**src/design/cmpr_regs.svh**
```systemverilog
/*
 * Register map, field positions and reset values of the comparator and reference block.
 * Assumes an AXI4-Lite slave with 32-bit data and 16-bit registers in the low half-word.
 */
`ifndef CMPR_REGS_SVH
`define CMPR_REGS_SVH

// ----------------------------------------------------------------------------
// byte addresses
// ----------------------------------------------------------------------------
`define CMPR_ADDR_W 8
`define CMPR_OFS_CTL1 8'h00
`define CMPR_OFS_CTL2 8'h04
`define CMPR_OFS_CTL3 8'h08
`define CMPR_OFS_STAT 8'h0c
`define CMPR_OFS_VREF 8'h10

// ----------------------------------------------------------------------------
// comparator_control fields
// ----------------------------------------------------------------------------
`define CMPR_CTL_ON 15
`define CMPR_CTL_PIN_OE 14
`define CMPR_CTL_INVERT 13
`define CMPR_CTL_FLAG 9
`define CMPR_CTL_RESULT 8
`define CMPR_CTL_EDGE_HI 7
`define CMPR_CTL_EDGE_LO 6
`define CMPR_CTL_POS_SEL 4
`define CMPR_CTL_NEG_HI 1
`define CMPR_CTL_NEG_LO 0

// ----------------------------------------------------------------------------
// comparator_module_status fields
// ----------------------------------------------------------------------------
`define CMPR_STAT_IDLE_STOP 15
`define CMPR_STAT_FLAG_LO 8
`define CMPR_STAT_RESULT_LO 0

// ----------------------------------------------------------------------------
// voltage_reference_control fields
// ----------------------------------------------------------------------------
`define CMPR_VREF_POS_SEL 10
`define CMPR_VREF_NEG_HI 9
`define CMPR_VREF_NEG_LO 8
`define CMPR_VREF_POWER 7
`define CMPR_VREF_PIN_DRIVE 6
`define CMPR_VREF_RANGE 5
`define CMPR_VREF_SOURCE 4
`define CMPR_VREF_LEVEL_HI 3
`define CMPR_VREF_LEVEL_LO 0

// ----------------------------------------------------------------------------
// edge select codes, responses, reset values
// ----------------------------------------------------------------------------
`define CMPR_EDGE_NONE 2'h0
`define CMPR_EDGE_RISE 2'h1
`define CMPR_EDGE_FALL 2'h2
`define CMPR_EDGE_ANY 2'h3
`define CMPR_RESP_OKAY 2'h0
`define CMPR_RESP_SLVERR 2'h2
`define CMPR_RST_REG16 16'h0000
`define CMPR_RST_DATA32 32'h0000_0000
`define CMPR_NUM_UNITS 3

`endif

```
**src/design/cmpr_pkg.sv**
```systemverilog
/*
 * Types shared by the comparator control modules.
 * Assumes cmpr_regs.svh for all numeric constants.
 */
package cmpr_pkg;

    // per-comparator writable control fields
    typedef struct packed {
        logic on;
        logic pin_oe;
        logic invert;
        logic [1:0] edge_sel;
        logic pos_sel;
        logic [1:0] neg_sel;
    } cmpr_ctl_type;

    // state of one comparator unit
    typedef struct packed {
        logic sync_a;
        logic sync_b;
        logic prev;
        logic armed;
        logic result;
        logic flag;
        logic irq;
    } cmpr_unit_state_type;

    // state of the reference control register
    typedef struct packed {
        logic pos_sel;
        logic [1:0] neg_sel;
        logic power;
        logic pin_drive;
        logic range;
        logic source;
        logic [3:0] level;
    } cmpr_vref_state_type;

    // state of the top: control fields and bus slave
    typedef struct packed {
        cmpr_ctl_type [2:0] ctl;
        logic idle_stop;
        logic [2:0] run;
        logic awready;
        logic wready;
        logic aw_got;
        logic w_got;
        logic [7:0] awaddr;
        logic [15:0] wdata;
        logic [1:0] wstrb;
        logic bvalid;
        logic [1:0] bresp;
        logic arready;
        logic rvalid;
        logic [1:0] rresp;
        logic [31:0] rdata;
    } cmpr_top_state_type;

endpackage : cmpr_pkg

```
**src/design/cmpr_if.sv**
```systemverilog
/*
 * Interfaces between the top and its comparator unit and reference register.
 * Assumes all signals are on aclk.
 */

// ----------------------------------------------------------------------------
// comparator unit link
// ----------------------------------------------------------------------------
interface cmpr_unit_if;
    logic run;
    logic invert;
    logic [1:0] edge_sel;
    logic flag_wr;
    logic flag_wdata;
    logic result;
    logic flag;
    logic irq;
    modport ctrl (output run, output invert, output edge_sel, output flag_wr,
                  output flag_wdata, input result, input flag, input irq);
    modport unit (input run, input invert, input edge_sel, input flag_wr,
                  input flag_wdata, output result, output flag, output irq);
endinterface : cmpr_unit_if

// ----------------------------------------------------------------------------
// reference register link
// ----------------------------------------------------------------------------
interface cmpr_vref_if;
    logic wr;
    logic [15:0] wdata;
    logic [1:0] wstrb;
    logic [15:0] value;
    modport ctrl (output wr, output wdata, output wstrb, input value);
    modport unit (input wr, input wdata, input wstrb, output value);
endinterface : cmpr_vref_if

```
**src/design/cmpr_top.sv**
```systemverilog
/*
 * Comparator and reference control top: AXI4-Lite register slave, three comparator units,
 * reference control register, idle halt and pin output path.
 * Assumes raw comparator results arrive asynchronously from the analog cores, and
 * idle_mode comes from logic on aclk.
 */
`include "cmpr_regs.svh"

module cmpr_top (
    input wire logic aclk,
    input wire logic aresetn,
    input wire logic [7:0] s_axil_awaddr,
    input wire logic [2:0] s_axil_awprot,
    input wire logic s_axil_awvalid,
    output logic s_axil_awready,
    input wire logic [31:0] s_axil_wdata,
    input wire logic [3:0] s_axil_wstrb,
    input wire logic s_axil_wvalid,
    output logic s_axil_wready,
    output logic [1:0] s_axil_bresp,
    output logic s_axil_bvalid,
    input wire logic s_axil_bready,
    input wire logic [7:0] s_axil_araddr,
    input wire logic [2:0] s_axil_arprot,
    input wire logic s_axil_arvalid,
    output logic s_axil_arready,
    output logic [31:0] s_axil_rdata,
    output logic [1:0] s_axil_rresp,
    output logic s_axil_rvalid,
    input wire logic s_axil_rready,
    input wire logic idle_mode,
    input wire logic [2:0] comparator_raw,
    output logic [2:0] comparator_on,
    output logic [2:0] positive_input_select,
    output logic [5:0] negative_input_select,
    output logic [2:0] comparator_output_pin,
    output logic [2:0] comparator_output_pin_oe,
    output logic [2:0] event_irq,
    output logic pos_ref_output_select,
    output logic [1:0] neg_ref_output_select,
    output logic ref_ladder_power,
    output logic ref_pin_drive,
    output logic ref_range_select,
    output logic ref_source_select,
    output logic [3:0] ref_level_code
);

    cmpr_pkg::cmpr_top_state_type st_r;
    cmpr_pkg::cmpr_top_state_type st_nxt;
    cmpr_unit_if unit_link[`CMPR_NUM_UNITS] ();
    cmpr_vref_if vref_link ();
    logic [2:0] unit_result;
    logic [2:0] unit_flag;
    logic [2:0] unit_irq;
    logic do_write;
    logic [2:0] ctl_hit;
    logic wr_hit;
    logic [15:0] rd_half;
    logic rd_hit;
    logic [2:0] rd_ctl;

    // ------------------------------------------------------------------------
    // helpers
    // ------------------------------------------------------------------------

    // control register image of one unit, unused bits zero
    function automatic logic [15:0] ctl_image(input cmpr_pkg::cmpr_ctl_type c,
                                               input logic flag, input logic result);
        logic [15:0] v;
        v = `CMPR_RST_REG16;
        v[`CMPR_CTL_ON] = c.on;
        v[`CMPR_CTL_PIN_OE] = c.pin_oe;
        v[`CMPR_CTL_INVERT] = c.invert;
        v[`CMPR_CTL_FLAG] = flag;
        v[`CMPR_CTL_RESULT] = result;
        v[`CMPR_CTL_EDGE_HI:`CMPR_CTL_EDGE_LO] = c.edge_sel;
        v[`CMPR_CTL_POS_SEL] = c.pos_sel;
        v[`CMPR_CTL_NEG_HI:`CMPR_CTL_NEG_LO] = c.neg_sel;
        return v;
    endfunction : ctl_image

    // which control register an address names, one-hot
    function automatic logic [2:0] ctl_decode(input logic [7:0] addr);
        logic [2:0] d;
        d = 3'h0;
        d[0] = (addr == `CMPR_OFS_CTL1);
        d[1] = (addr == `CMPR_OFS_CTL2);
        d[2] = (addr == `CMPR_OFS_CTL3);
        return d;
    endfunction : ctl_decode

    // true for any mapped address
    function automatic logic addr_mapped(input logic [7:0] addr);
        return (|ctl_decode(addr)) || (addr == `CMPR_OFS_STAT) || (addr == `CMPR_OFS_VREF);
    endfunction : addr_mapped

    // ------------------------------------------------------------------------
    // comparator units
    // ------------------------------------------------------------------------
    for (genvar i = 0; i < `CMPR_NUM_UNITS; i++) begin : g_unit
        // unit steering from the control fields
        assign unit_link[i].run = st_r.run[i];
        assign unit_link[i].invert = st_r.ctl[i].invert;
        assign unit_link[i].edge_sel = st_r.ctl[i].edge_sel;
        assign unit_link[i].flag_wr = do_write & ctl_hit[i] & st_r.wstrb[1];
        assign unit_link[i].flag_wdata = st_r.wdata[`CMPR_CTL_FLAG];
        assign unit_result[i] = unit_link[i].result;
        assign unit_flag[i] = unit_link[i].flag;
        assign unit_irq[i] = unit_link[i].irq;

        cmpr_unit u_unit (
            .aclk(aclk),
            .aresetn(aresetn),
            .raw_result(comparator_raw[i]),
            .link(unit_link[i])
        );

        // analog input routing from the stored selects
        assign positive_input_select[i] = st_r.ctl[i].pos_sel;
        assign negative_input_select[2*i+1:2*i] = st_r.ctl[i].neg_sel;
        assign comparator_output_pin_oe[i] = st_r.ctl[i].pin_oe & st_r.run[i];
        // unsynchronised path straight to the pad
        assign comparator_output_pin[i] = comparator_output_pin_oe[i]
                                          & (comparator_raw[i] ^ st_r.ctl[i].invert);
    end

    // ------------------------------------------------------------------------
    // reference register
    // ------------------------------------------------------------------------
    assign vref_link.wr = do_write & (st_r.awaddr == `CMPR_OFS_VREF);
    assign vref_link.wdata = st_r.wdata;
    assign vref_link.wstrb = st_r.wstrb;

    cmpr_vref u_vref (
        .aclk(aclk),
        .aresetn(aresetn),
        .link(vref_link),
        .pos_ref_output_select(pos_ref_output_select),
        .neg_ref_output_select(neg_ref_output_select),
        .ref_ladder_power(ref_ladder_power),
        .ref_pin_drive(ref_pin_drive),
        .ref_range_select(ref_range_select),
        .ref_source_select(ref_source_select),
        .ref_level_code(ref_level_code)
    );

    // ------------------------------------------------------------------------
    // write and read decode
    // ------------------------------------------------------------------------
    always_comb begin
        do_write = st_r.aw_got & st_r.w_got & ~st_r.bvalid;
        ctl_hit = ctl_decode(st_r.awaddr);
        wr_hit = addr_mapped(st_r.awaddr);
        rd_hit = addr_mapped(s_axil_araddr);
        rd_ctl = ctl_decode(s_axil_araddr);
        rd_half = `CMPR_RST_REG16;
        for (int k = 0; k < `CMPR_NUM_UNITS; k++) begin
            if (rd_ctl[k]) begin
                rd_half = ctl_image(st_r.ctl[k], unit_flag[k], unit_result[k]);
            end
        end
        if (s_axil_araddr == `CMPR_OFS_STAT) begin
            rd_half[`CMPR_STAT_IDLE_STOP] = st_r.idle_stop;
            rd_half[`CMPR_STAT_FLAG_LO+2:`CMPR_STAT_FLAG_LO] = unit_flag;
            rd_half[`CMPR_STAT_RESULT_LO+2:`CMPR_STAT_RESULT_LO] = unit_result;
        end
        if (s_axil_araddr == `CMPR_OFS_VREF) begin
            rd_half = vref_link.value;
        end
    end

    // ------------------------------------------------------------------------
    // next state: bus handshakes and control fields
    // ------------------------------------------------------------------------
    always_comb begin
        st_nxt = st_r;
        // address and data taken in either order
        if (s_axil_awvalid && st_r.awready) begin
            st_nxt.aw_got = 1'b1;
            st_nxt.awaddr = s_axil_awaddr;
        end
        if (s_axil_wvalid && st_r.wready) begin
            st_nxt.w_got = 1'b1;
            st_nxt.wdata = s_axil_wdata[15:0];
            st_nxt.wstrb = s_axil_wstrb[1:0];
        end
        // the write lands once both halves are held
        if (do_write) begin
            st_nxt.aw_got = 1'b0;
            st_nxt.w_got = 1'b0;
            st_nxt.bvalid = 1'b1;
            st_nxt.bresp = wr_hit ? `CMPR_RESP_OKAY : `CMPR_RESP_SLVERR;
            for (int k = 0; k < `CMPR_NUM_UNITS; k++) begin
                if (ctl_hit[k] && st_r.wstrb[1]) begin
                    st_nxt.ctl[k].on = st_r.wdata[`CMPR_CTL_ON];
                    st_nxt.ctl[k].pin_oe = st_r.wdata[`CMPR_CTL_PIN_OE];
                    st_nxt.ctl[k].invert = st_r.wdata[`CMPR_CTL_INVERT];
                end
                if (ctl_hit[k] && st_r.wstrb[0]) begin
                    st_nxt.ctl[k].edge_sel = st_r.wdata[`CMPR_CTL_EDGE_HI:`CMPR_CTL_EDGE_LO];
                    st_nxt.ctl[k].pos_sel = st_r.wdata[`CMPR_CTL_POS_SEL];
                    st_nxt.ctl[k].neg_sel = st_r.wdata[`CMPR_CTL_NEG_HI:`CMPR_CTL_NEG_LO];
                end
            end
            // only the idle-stop bit of status is writable
            if (st_r.awaddr == `CMPR_OFS_STAT && st_r.wstrb[1]) begin
                st_nxt.idle_stop = st_r.wdata[`CMPR_STAT_IDLE_STOP];
            end
        end
        if (st_r.bvalid && s_axil_bready) begin
            st_nxt.bvalid = 1'b0;
        end
        st_nxt.awready = ~st_nxt.aw_got & ~st_nxt.bvalid;
        st_nxt.wready = ~st_nxt.w_got & ~st_nxt.bvalid;
        // read answered one cycle after the address is taken
        if (s_axil_arvalid && st_r.arready) begin
            st_nxt.rvalid = 1'b1;
            st_nxt.rdata = {16'h0000, rd_half};
            st_nxt.rresp = rd_hit ? `CMPR_RESP_OKAY : `CMPR_RESP_SLVERR;
        end else if (st_r.rvalid && s_axil_rready) begin
            st_nxt.rvalid = 1'b0;
        end
        st_nxt.arready = ~st_nxt.rvalid;
        // run gate: enabled and not halted by idle
        for (int k = 0; k < `CMPR_NUM_UNITS; k++) begin
            st_nxt.run[k] = st_nxt.ctl[k].on & ~(st_nxt.idle_stop & idle_mode);
        end
    end

    // ------------------------------------------------------------------------
    // state register
    // ------------------------------------------------------------------------
    always_ff @(posedge aclk) begin
        if (!aresetn) begin
            st_r <= '0;
        end else begin
            st_r <= st_nxt;
        end
    end

    // ------------------------------------------------------------------------
    // outputs from flops
    // ------------------------------------------------------------------------
    assign s_axil_awready = st_r.awready;
    assign s_axil_wready = st_r.wready;
    assign s_axil_bvalid = st_r.bvalid;
    assign s_axil_bresp = st_r.bresp;
    assign s_axil_arready = st_r.arready;
    assign s_axil_rvalid = st_r.rvalid;
    assign s_axil_rdata = st_r.rdata;
    assign s_axil_rresp = st_r.rresp;
    assign comparator_on = st_r.run;
    assign event_irq = unit_irq;

endmodule : cmpr_top

```
**src/design/cmpr_unit.sv**
```systemverilog
/*
 * One comparator: result synchroniser, polarity, edge detection, event flag, request pulse.
 * Assumes a raw asynchronous result, high when the positive input exceeds the negative.
 */
`include "cmpr_regs.svh"

module cmpr_unit (
    input wire logic aclk,
    input wire logic aresetn,
    input wire logic raw_result,
    cmpr_unit_if.unit link
);

    cmpr_pkg::cmpr_unit_state_type st_r;
    cmpr_pkg::cmpr_unit_state_type st_nxt;
    logic rise;
    logic fall;
    logic match;
    logic open_gate;
    logic hit;

    // ------------------------------------------------------------------------
    // next state
    // ------------------------------------------------------------------------
    always_comb begin
        st_nxt = st_r;
        st_nxt.sync_a = raw_result;
        st_nxt.sync_b = st_r.sync_a;
        st_nxt.prev = st_r.sync_b;
        st_nxt.armed = link.run;
        rise = st_r.sync_b & ~st_r.prev;
        fall = ~st_r.sync_b & st_r.prev;
        // edges on the raw result cover both polarity cases
        unique case (link.edge_sel)
            `CMPR_EDGE_ANY: match = rise | fall;
            `CMPR_EDGE_FALL: match = fall;
            `CMPR_EDGE_RISE: match = rise;
            `CMPR_EDGE_NONE: match = 1'b0;
        endcase
        // a clear in the same cycle as an edge re-arms in time
        open_gate = ~st_r.flag | (link.flag_wr & ~link.flag_wdata);
        hit = link.run & st_r.armed & match & open_gate;
        st_nxt.result = link.run & (st_r.sync_b ^ link.invert);
        if (link.flag_wr) begin
            st_nxt.flag = link.flag_wdata;
        end
        if (hit) begin
            st_nxt.flag = 1'b1;
        end
        st_nxt.irq = hit;
    end

    // ------------------------------------------------------------------------
    // state register
    // ------------------------------------------------------------------------
    always_ff @(posedge aclk) begin
        if (!aresetn) begin
            st_r <= '0;
        end else begin
            st_r <= st_nxt;
        end
    end

    assign link.result = st_r.result;
    assign link.flag = st_r.flag;
    assign link.irq = st_r.irq;

endmodule : cmpr_unit

```
**src/design/cmpr_vref.sv**
```systemverilog
/*
 * Voltage reference control register and its analog control outputs.
 * Assumes writes arrive already decoded, with byte strobes for the low half-word.
 */
`include "cmpr_regs.svh"

module cmpr_vref (
    input wire logic aclk,
    input wire logic aresetn,
    cmpr_vref_if.unit link,
    output logic pos_ref_output_select,
    output logic [1:0] neg_ref_output_select,
    output logic ref_ladder_power,
    output logic ref_pin_drive,
    output logic ref_range_select,
    output logic ref_source_select,
    output logic [3:0] ref_level_code
);

    cmpr_pkg::cmpr_vref_state_type st_r;
    cmpr_pkg::cmpr_vref_state_type st_nxt;

    // ------------------------------------------------------------------------
    // byte-lane write
    // ------------------------------------------------------------------------
    always_comb begin
        st_nxt = st_r;
        if (link.wr && link.wstrb[1]) begin
            st_nxt.pos_sel = link.wdata[`CMPR_VREF_POS_SEL];
            st_nxt.neg_sel = link.wdata[`CMPR_VREF_NEG_HI:`CMPR_VREF_NEG_LO];
        end
        if (link.wr && link.wstrb[0]) begin
            st_nxt.power = link.wdata[`CMPR_VREF_POWER];
            st_nxt.pin_drive = link.wdata[`CMPR_VREF_PIN_DRIVE];
            st_nxt.range = link.wdata[`CMPR_VREF_RANGE];
            st_nxt.source = link.wdata[`CMPR_VREF_SOURCE];
            st_nxt.level = link.wdata[`CMPR_VREF_LEVEL_HI:`CMPR_VREF_LEVEL_LO];
        end
    end

    // ------------------------------------------------------------------------
    // state register
    // ------------------------------------------------------------------------
    always_ff @(posedge aclk) begin
        if (!aresetn) begin
            st_r <= '0;
        end else begin
            st_r <= st_nxt;
        end
    end

    // readback with unused bits at zero
    assign link.value = {5'h00, st_r};
    assign pos_ref_output_select = st_r.pos_sel;
    assign neg_ref_output_select = st_r.neg_sel;
    assign ref_ladder_power = st_r.power;
    assign ref_pin_drive = st_r.pin_drive;
    assign ref_range_select = st_r.range;
    assign ref_source_select = st_r.source;
    assign ref_level_code = st_r.level;

endmodule : cmpr_vref

```
**config.mk**
```make
export PLATFORM = sky130hd
export DESIGN_NAME = cmpr_top
export DESIGN_NICKNAME = d
export VERILOG_FILES = /design/src/design/cmpr_pkg.sv /design/src/design/cmpr_if.sv /design/src/design/cmpr_top.sv /design/src/design/cmpr_unit.sv /design/src/design/cmpr_vref.sv
export VERILOG_INCLUDE_DIRS = /design/src /design/src/design
export SDC_FILE = /design/constraint.sdc
export NUM_CORES = 1
export LEC_CHECK = 0
export ABC_AREA = 1
export BUFFER_PORTS_ARGS = -buffer_cell sky130_fd_sc_hd__buf_2
export CORE_MARGIN = 10
export CORE_UTILIZATION = 40
export DETAILED_ROUTE_END_ITERATION = 12
export PLACE_DENSITY = 0.71
export SYNTH_ARGS = -nofsm -noshare
export SYNTH_HDL_FRONTEND = slang
export SYNTH_SLANG_ARGS = --single-unit
```
**constraint.sdc**
```tcl
create_clock -name aclk -period 1.65 [get_ports aclk]
set_clock_uncertainty 0.1 [all_clocks]
set_input_delay 0.0825 -clock aclk [delete_from_list [all_inputs] [get_ports aclk]]
set_output_delay 0.0825 -clock aclk [all_outputs]
set_load 0.03 [all_outputs]
```
Word level (Yosys, flattened, before mapping)
Index checks and enable logic that the tools add are counted.

Logic and storage cells: 215. Input port bits: 69. Bits in registers: 113.

Equality and inequality tests: 17. Multiplexer cells: 33. Bitwise logic cells: 70. Reduce and logical (&&, ||, !) cells: 34.

Operators with widths (number): 16-bit two-way mux (4); 1-bit AND (42); 8-bit by 4-bit equality test with 1-bit output (second input constant) (4); 25-bit two-way mux (1); 3-bit two-way mux (6); 8-bit by 3-bit equality test with 1-bit output (second input constant) (2); 8-bit by 5-bit equality test with 1-bit output (second input constant) (2); 8-bit zero test (2); 1-bit inverter (16); 5-bit two-way mux (3); 1-bit logical AND (14); 1-bit two-way mux (13); 2-bit equality test (second input constant) (6); 1-bit one-hot mux with 4 select lines (3); 2-bit AND reduction (6); 2-bit by 1-bit equality test with 1-bit output (second input constant) (3); 2-bit zero test (3); 2-bit two-way mux (3); 1-bit bitwise OR (6); 2-bit nonzero test (3); 3-bit OR reduction (2); 1-bit XOR (6); 1-bit logical OR (4).

Depth between registers and ports, before layout
Word-level depth: 9. Gate-level depth with buffers: 10. Depth with buffers taken out: 9.

Modules after synthesis
From an unflattened synthesis, not the netlist that was laid out.

Cell total of the unflattened synthesis: 742. Area, all modules: 5298.8 sq um.

Modules (own cells, without submodules): cmpr_top (instances 1, area an instance 3834.9 sq um, sequential area each 1581.5 sq um, cells an instance 541); cmpr_unit (instances 3, area an instance 294.0 sq um, sequential area each 140.1 sq um, cells an instance 38); cmpr_vref (instances 1, area an instance 581.8 sq um, sequential area each 220.2 sq um, cells an instance 87).

Least setup slack after synthesis
Ideal clock, no wire load.

Path kind: register to register. Start point: reg st_r (netlist bit s_axil_bvalid). End point: reg st_r (netlist bit comparator_on[0]). Data required time: 1.432 ns. Clock period less this slack: 1.518 ns. Arrival time: 1.301 ns. Cell stages (with the launch flop): 9. Path buffers: 0. Path slack: 0.132 ns. Setup time: 0.118 ns. Path through: dfxtp_1 inv_1 nand3_4 nor2_4 nand2_2 inv_2 or2_2 nand3_2 nor2_1.

Longest elaborated chain between the ends: 6.

RTL lines: start, declared (line cmpr_top.sv:48) `cmpr_pkg::cmpr_top_state_type st_r;`; start signal, assigned (line cmpr_top.sv:237) `st_r <= st_nxt;`; 1-bit inverter * (line cmpr_top.sv:151) `do_write = st_r.aw_got & st_r.w_got & ~st_r.bvalid;`; 1-bit AND * (line cmpr_top.sv:151); 25-bit two-way mux * (line cmpr_top.sv:188) `if (do_write) begin`; 1-bit AND (line cmpr_top.sv:226) `st_nxt.run[k] = st_nxt.ctl[k].on & ~(st_nxt.idle_stop & idle_mode);`; 1-bit inverter (line cmpr_top.sv:226); 1-bit AND * (line cmpr_top.sv:226).

Mark *: on every way between the ends. The rest lies on a longest branch, timed or not. A chain may end at the register's enable or synchronous reset.

Worst setup path in the final report
Start point: reg st_r[66] in the netlist's numbering. End point: reg st_r (netlist bit comparator_on[1]).

Longest elaborated chain between the ends: 6.

RTL lines (line): 1-bit AND * (2 in a row) (cmpr_top.sv:151); 25-bit two-way mux * (cmpr_top.sv:188); 1-bit AND (cmpr_top.sv:226); 1-bit inverter (cmpr_top.sv:226); 1-bit AND * (cmpr_top.sv:226).

Marks and branches as above.

==> impl_metrics.env <==
export IMPL_status="complete, no violations"
export IMPL_drive_gt1_share_pct=20.6
export IMPL_slowest_stage="dfxtp_1"
export IMPL_drc=0
export IMPL_yosys_cell_types_count=33
export IMPL_cts_root_buf="clkbuf_16"
export IMPL_antenna_cells=0
export IMPL_viasPerCell=4.62
export IMPL_cts_sinks=107
export IMPL_post_dp_hpwl_mm=9.87
export IMPL_mostFrequentLayoutCell="dfxtp_1"
export IMPL_critPathKind="reg2reg"
export IMPL_startpoint_type="flip-flop"
export IMPL_grt_pass1_wl_mm=21.1
export IMPL_cp_end_kind="flip-flop"
export IMPL_tns_ns=0
export IMPL_clk_pin_slew_ns=0.07
export IMPL_slew_viol_final=0
export IMPL_dp_cells=907
export IMPL_io_pins=142
export IMPL_ant_nets=0
export IMPL_synth_seq_cells=107
export IMPL_clkLatencyLatePin_ns=0.34
export IMPL_drt_pass1_iter_count=5
export IMPL_syn_area_per_cell_um2=7.42
export IMPL_cap_violations=0
export IMPL_postLayoutCoreUtil_pct=48.7
export IMPL_cp_arrival_ns=1.68
export IMPL_syn_inst=683
export IMPL_synth_yosys_seq_area_share_pct=42.3
export IMPL_max_freq_mhz=642
export IMPL_dieArea_um2=17600
export IMPL_cp_data_required_time_ns=1.78
export IMPL_grt_pass1_vias=4252
export IMPL_cts_tree="built"
export IMPL_synth_top_area_cell="dfxtp_1"
export IMPL_antenna_found_initial=0
export IMPL_ir_drop_uv=544
export IMPL_cts_htree_levels=3
export IMPL_n_fill_cell=1267
export IMPL_grt_total_usage_pct=14.5
export IMPL_placement_io_buffers=95
export IMPL_final_hold_viol_count=0
export IMPL_critPathMaxStageDelay_ns=0.40
export IMPL_grt_max_degree=44
export IMPL_power_leakage_uw=0.00290
export IMPL_final_cell_count_no_fill=959
export IMPL_syn_area_um2=5070
export IMPL_cellPowerDensity_nw_per_um2=917
export IMPL_cts_buffer_depth=2
export IMPL_die_w_um=133
export IMPL_yosysTopAreaCellShare_pct=42.3
export IMPL_initialDrtViolationCount=254
export IMPL_setup_viol=0
export IMPL_routedWlPerCell_um=13.7
export IMPL_overflow=0
export IMPL_gp_congestion=0.887
export IMPL_synthTopCellsByArea="dfxtp_1, buf_4, nand2_1"
export IMPL_cts_buffers=9
export IMPL_fin_crit_sh_pct=94.4
export IMPL_worstPathCellList="nand3_4 -> nor3_4 -> buf_4 -> nand4_1 -> nand3_1 -> nor2_1"
export IMPL_layout_common_cells="dfxtp_1, nand2_1, buf_2"
export IMPL_period_needed_ns=1.56
export IMPL_fp_dieH_um=133
export IMPL_crit_fanout=5
export IMPL_syn_to_final_growth_pct=20.3
export IMPL_core_region_area_um2=12500
export IMPL_holdCritPathClass="in2reg"
export IMPL_ys_warn_count=0
export IMPL_rows=41
export IMPL_start_util_pct=40.5
export IMPL_num_vias=4429
export IMPL_fin_nets=858
export IMPL_routed_wl_mm=13.1
cell usage after synthesis (all sizes together):
cell,count
nand4,10
a211oi,4
o21a,3
buf,59
o2111ai,4
inv,92
a21oi,52
nor3,12
conb,1
o21ai,55
clkbuf,13
or3b,1
dfxtp,107
nor2,109
ha,6
nand2,110
or2,1
xnor2,3
nand3,36
o211ai,4
clkinv,1
critical path, delay by kind of cell (launching register included):
family        cells  cell delay [ns]
buf+inv           1             0.17
flops             1             0.40
simple gates      5             0.78
final cells by class:
cell class | instances | area (µm²) | share of cell area, %
Multi-Input combinational cell | 430 | 2150 | 35.2
Clock inverter | 5 | 78.8 | 1.29
Clock buffer | 10 | 229 | 3.75
Sequential cell | 107 | 2140 | 35.1
Timing Repair Buffer | 142 | 933 | 15.3
Inverter | 93 | 353 | 5.78
Tap cell | 172 | 215 | 3.53
registers in the layout (all words and copies together) (netlist names), 3 cells and up:
name                       count
st_r                          17
s_axil_rdata                  14
vref_link.wdata               14
g_unit.u_unit.st_nxt           6
g_unit.u_unit.st_r             6
negative_input_select          6
unit_link.edge_sel             6
u_vref.ref_level_code          4
comparator_on                  3
g_unit.u_unit.link.flag        3
g_unit.u_unit.link.irq         3
g_unit.u_unit.link.result      3
positive_input_select          3
unit_link.invert               3
path summary, 6_finish.rpt:
kind / from / endpoint / slack [ns] / depth (start not counted)
max: st_r[66] / comparator_on[1] / 0.09 / 6
max reg2reg: st_r[66] / comparator_on[1] / 0.09 / 6
min: s_axil_araddr[0] / s_axil_rdata[9] / 0.09 / 6
min reg2reg: g_unit[1].u_unit.st_nxt[5] / g_unit[1].u_unit.st_nxt[4] / 0.31 / 2
cells by family after synthesis:
family	synth area share [%]
AO/OA/AOI/OAI	12.9
XOR/XNOR	0.518
adder cells (fa/ha/maj)	1.48
buffers and inverters	17.1
flip-flops	42.3
other	0.0740
AND/OR/NAND/NOR	25.6
power by group:
group / switching (µW) / internal, µW
logic: 406 / 230
registers: 64.8 / 2660
clock network: 909 / 1320
total: 1380 / 4210
per-layer routing:
| layer | share of wire [%] | global-route usage (%) | vias to the layer above |
|---|---|---|---|
| li1 | - | - | 2305 |
| met4 | 1.1 | 3.36 | 0 |
| met5 | 0 | 0 | - |
| met1 | 46 | 18.5 | 1961 |
| met2 | 45 | 23.6 | 150 |
| met3 | 7.6 | 4.39 | 13 |
through the flow:
step / hold slack [ns] / instance area (µm²) / setup slack [ns] / power [µW]
2_1_floorplan: 0.0760 / 5140 / 0.132 / 3220
3_3_place_gp: 0.190 / 5400 / 0.146 / 3320
3_5_place_dp: 0.194 / 5400 / 0.0859 / 3330
4_1_cts: 0.0887 / 6030 / 0.0673 / 5590
5_1_grt: 0.128 / 6100 / -0.00162 / 5790
6_report: 0.0934 / 6100 / 0.0931 / 5590
what timing repair did:
action | 4_1_cts | 5_1_grt
setup buffers | 0 | 5
hold endpoints to repair | 35 | 0
hold buffers | 32 | 0
setup endpoints to repair | 0 | 9
resized for setup | 0 | 12
(Power assumes the default switching activity.)
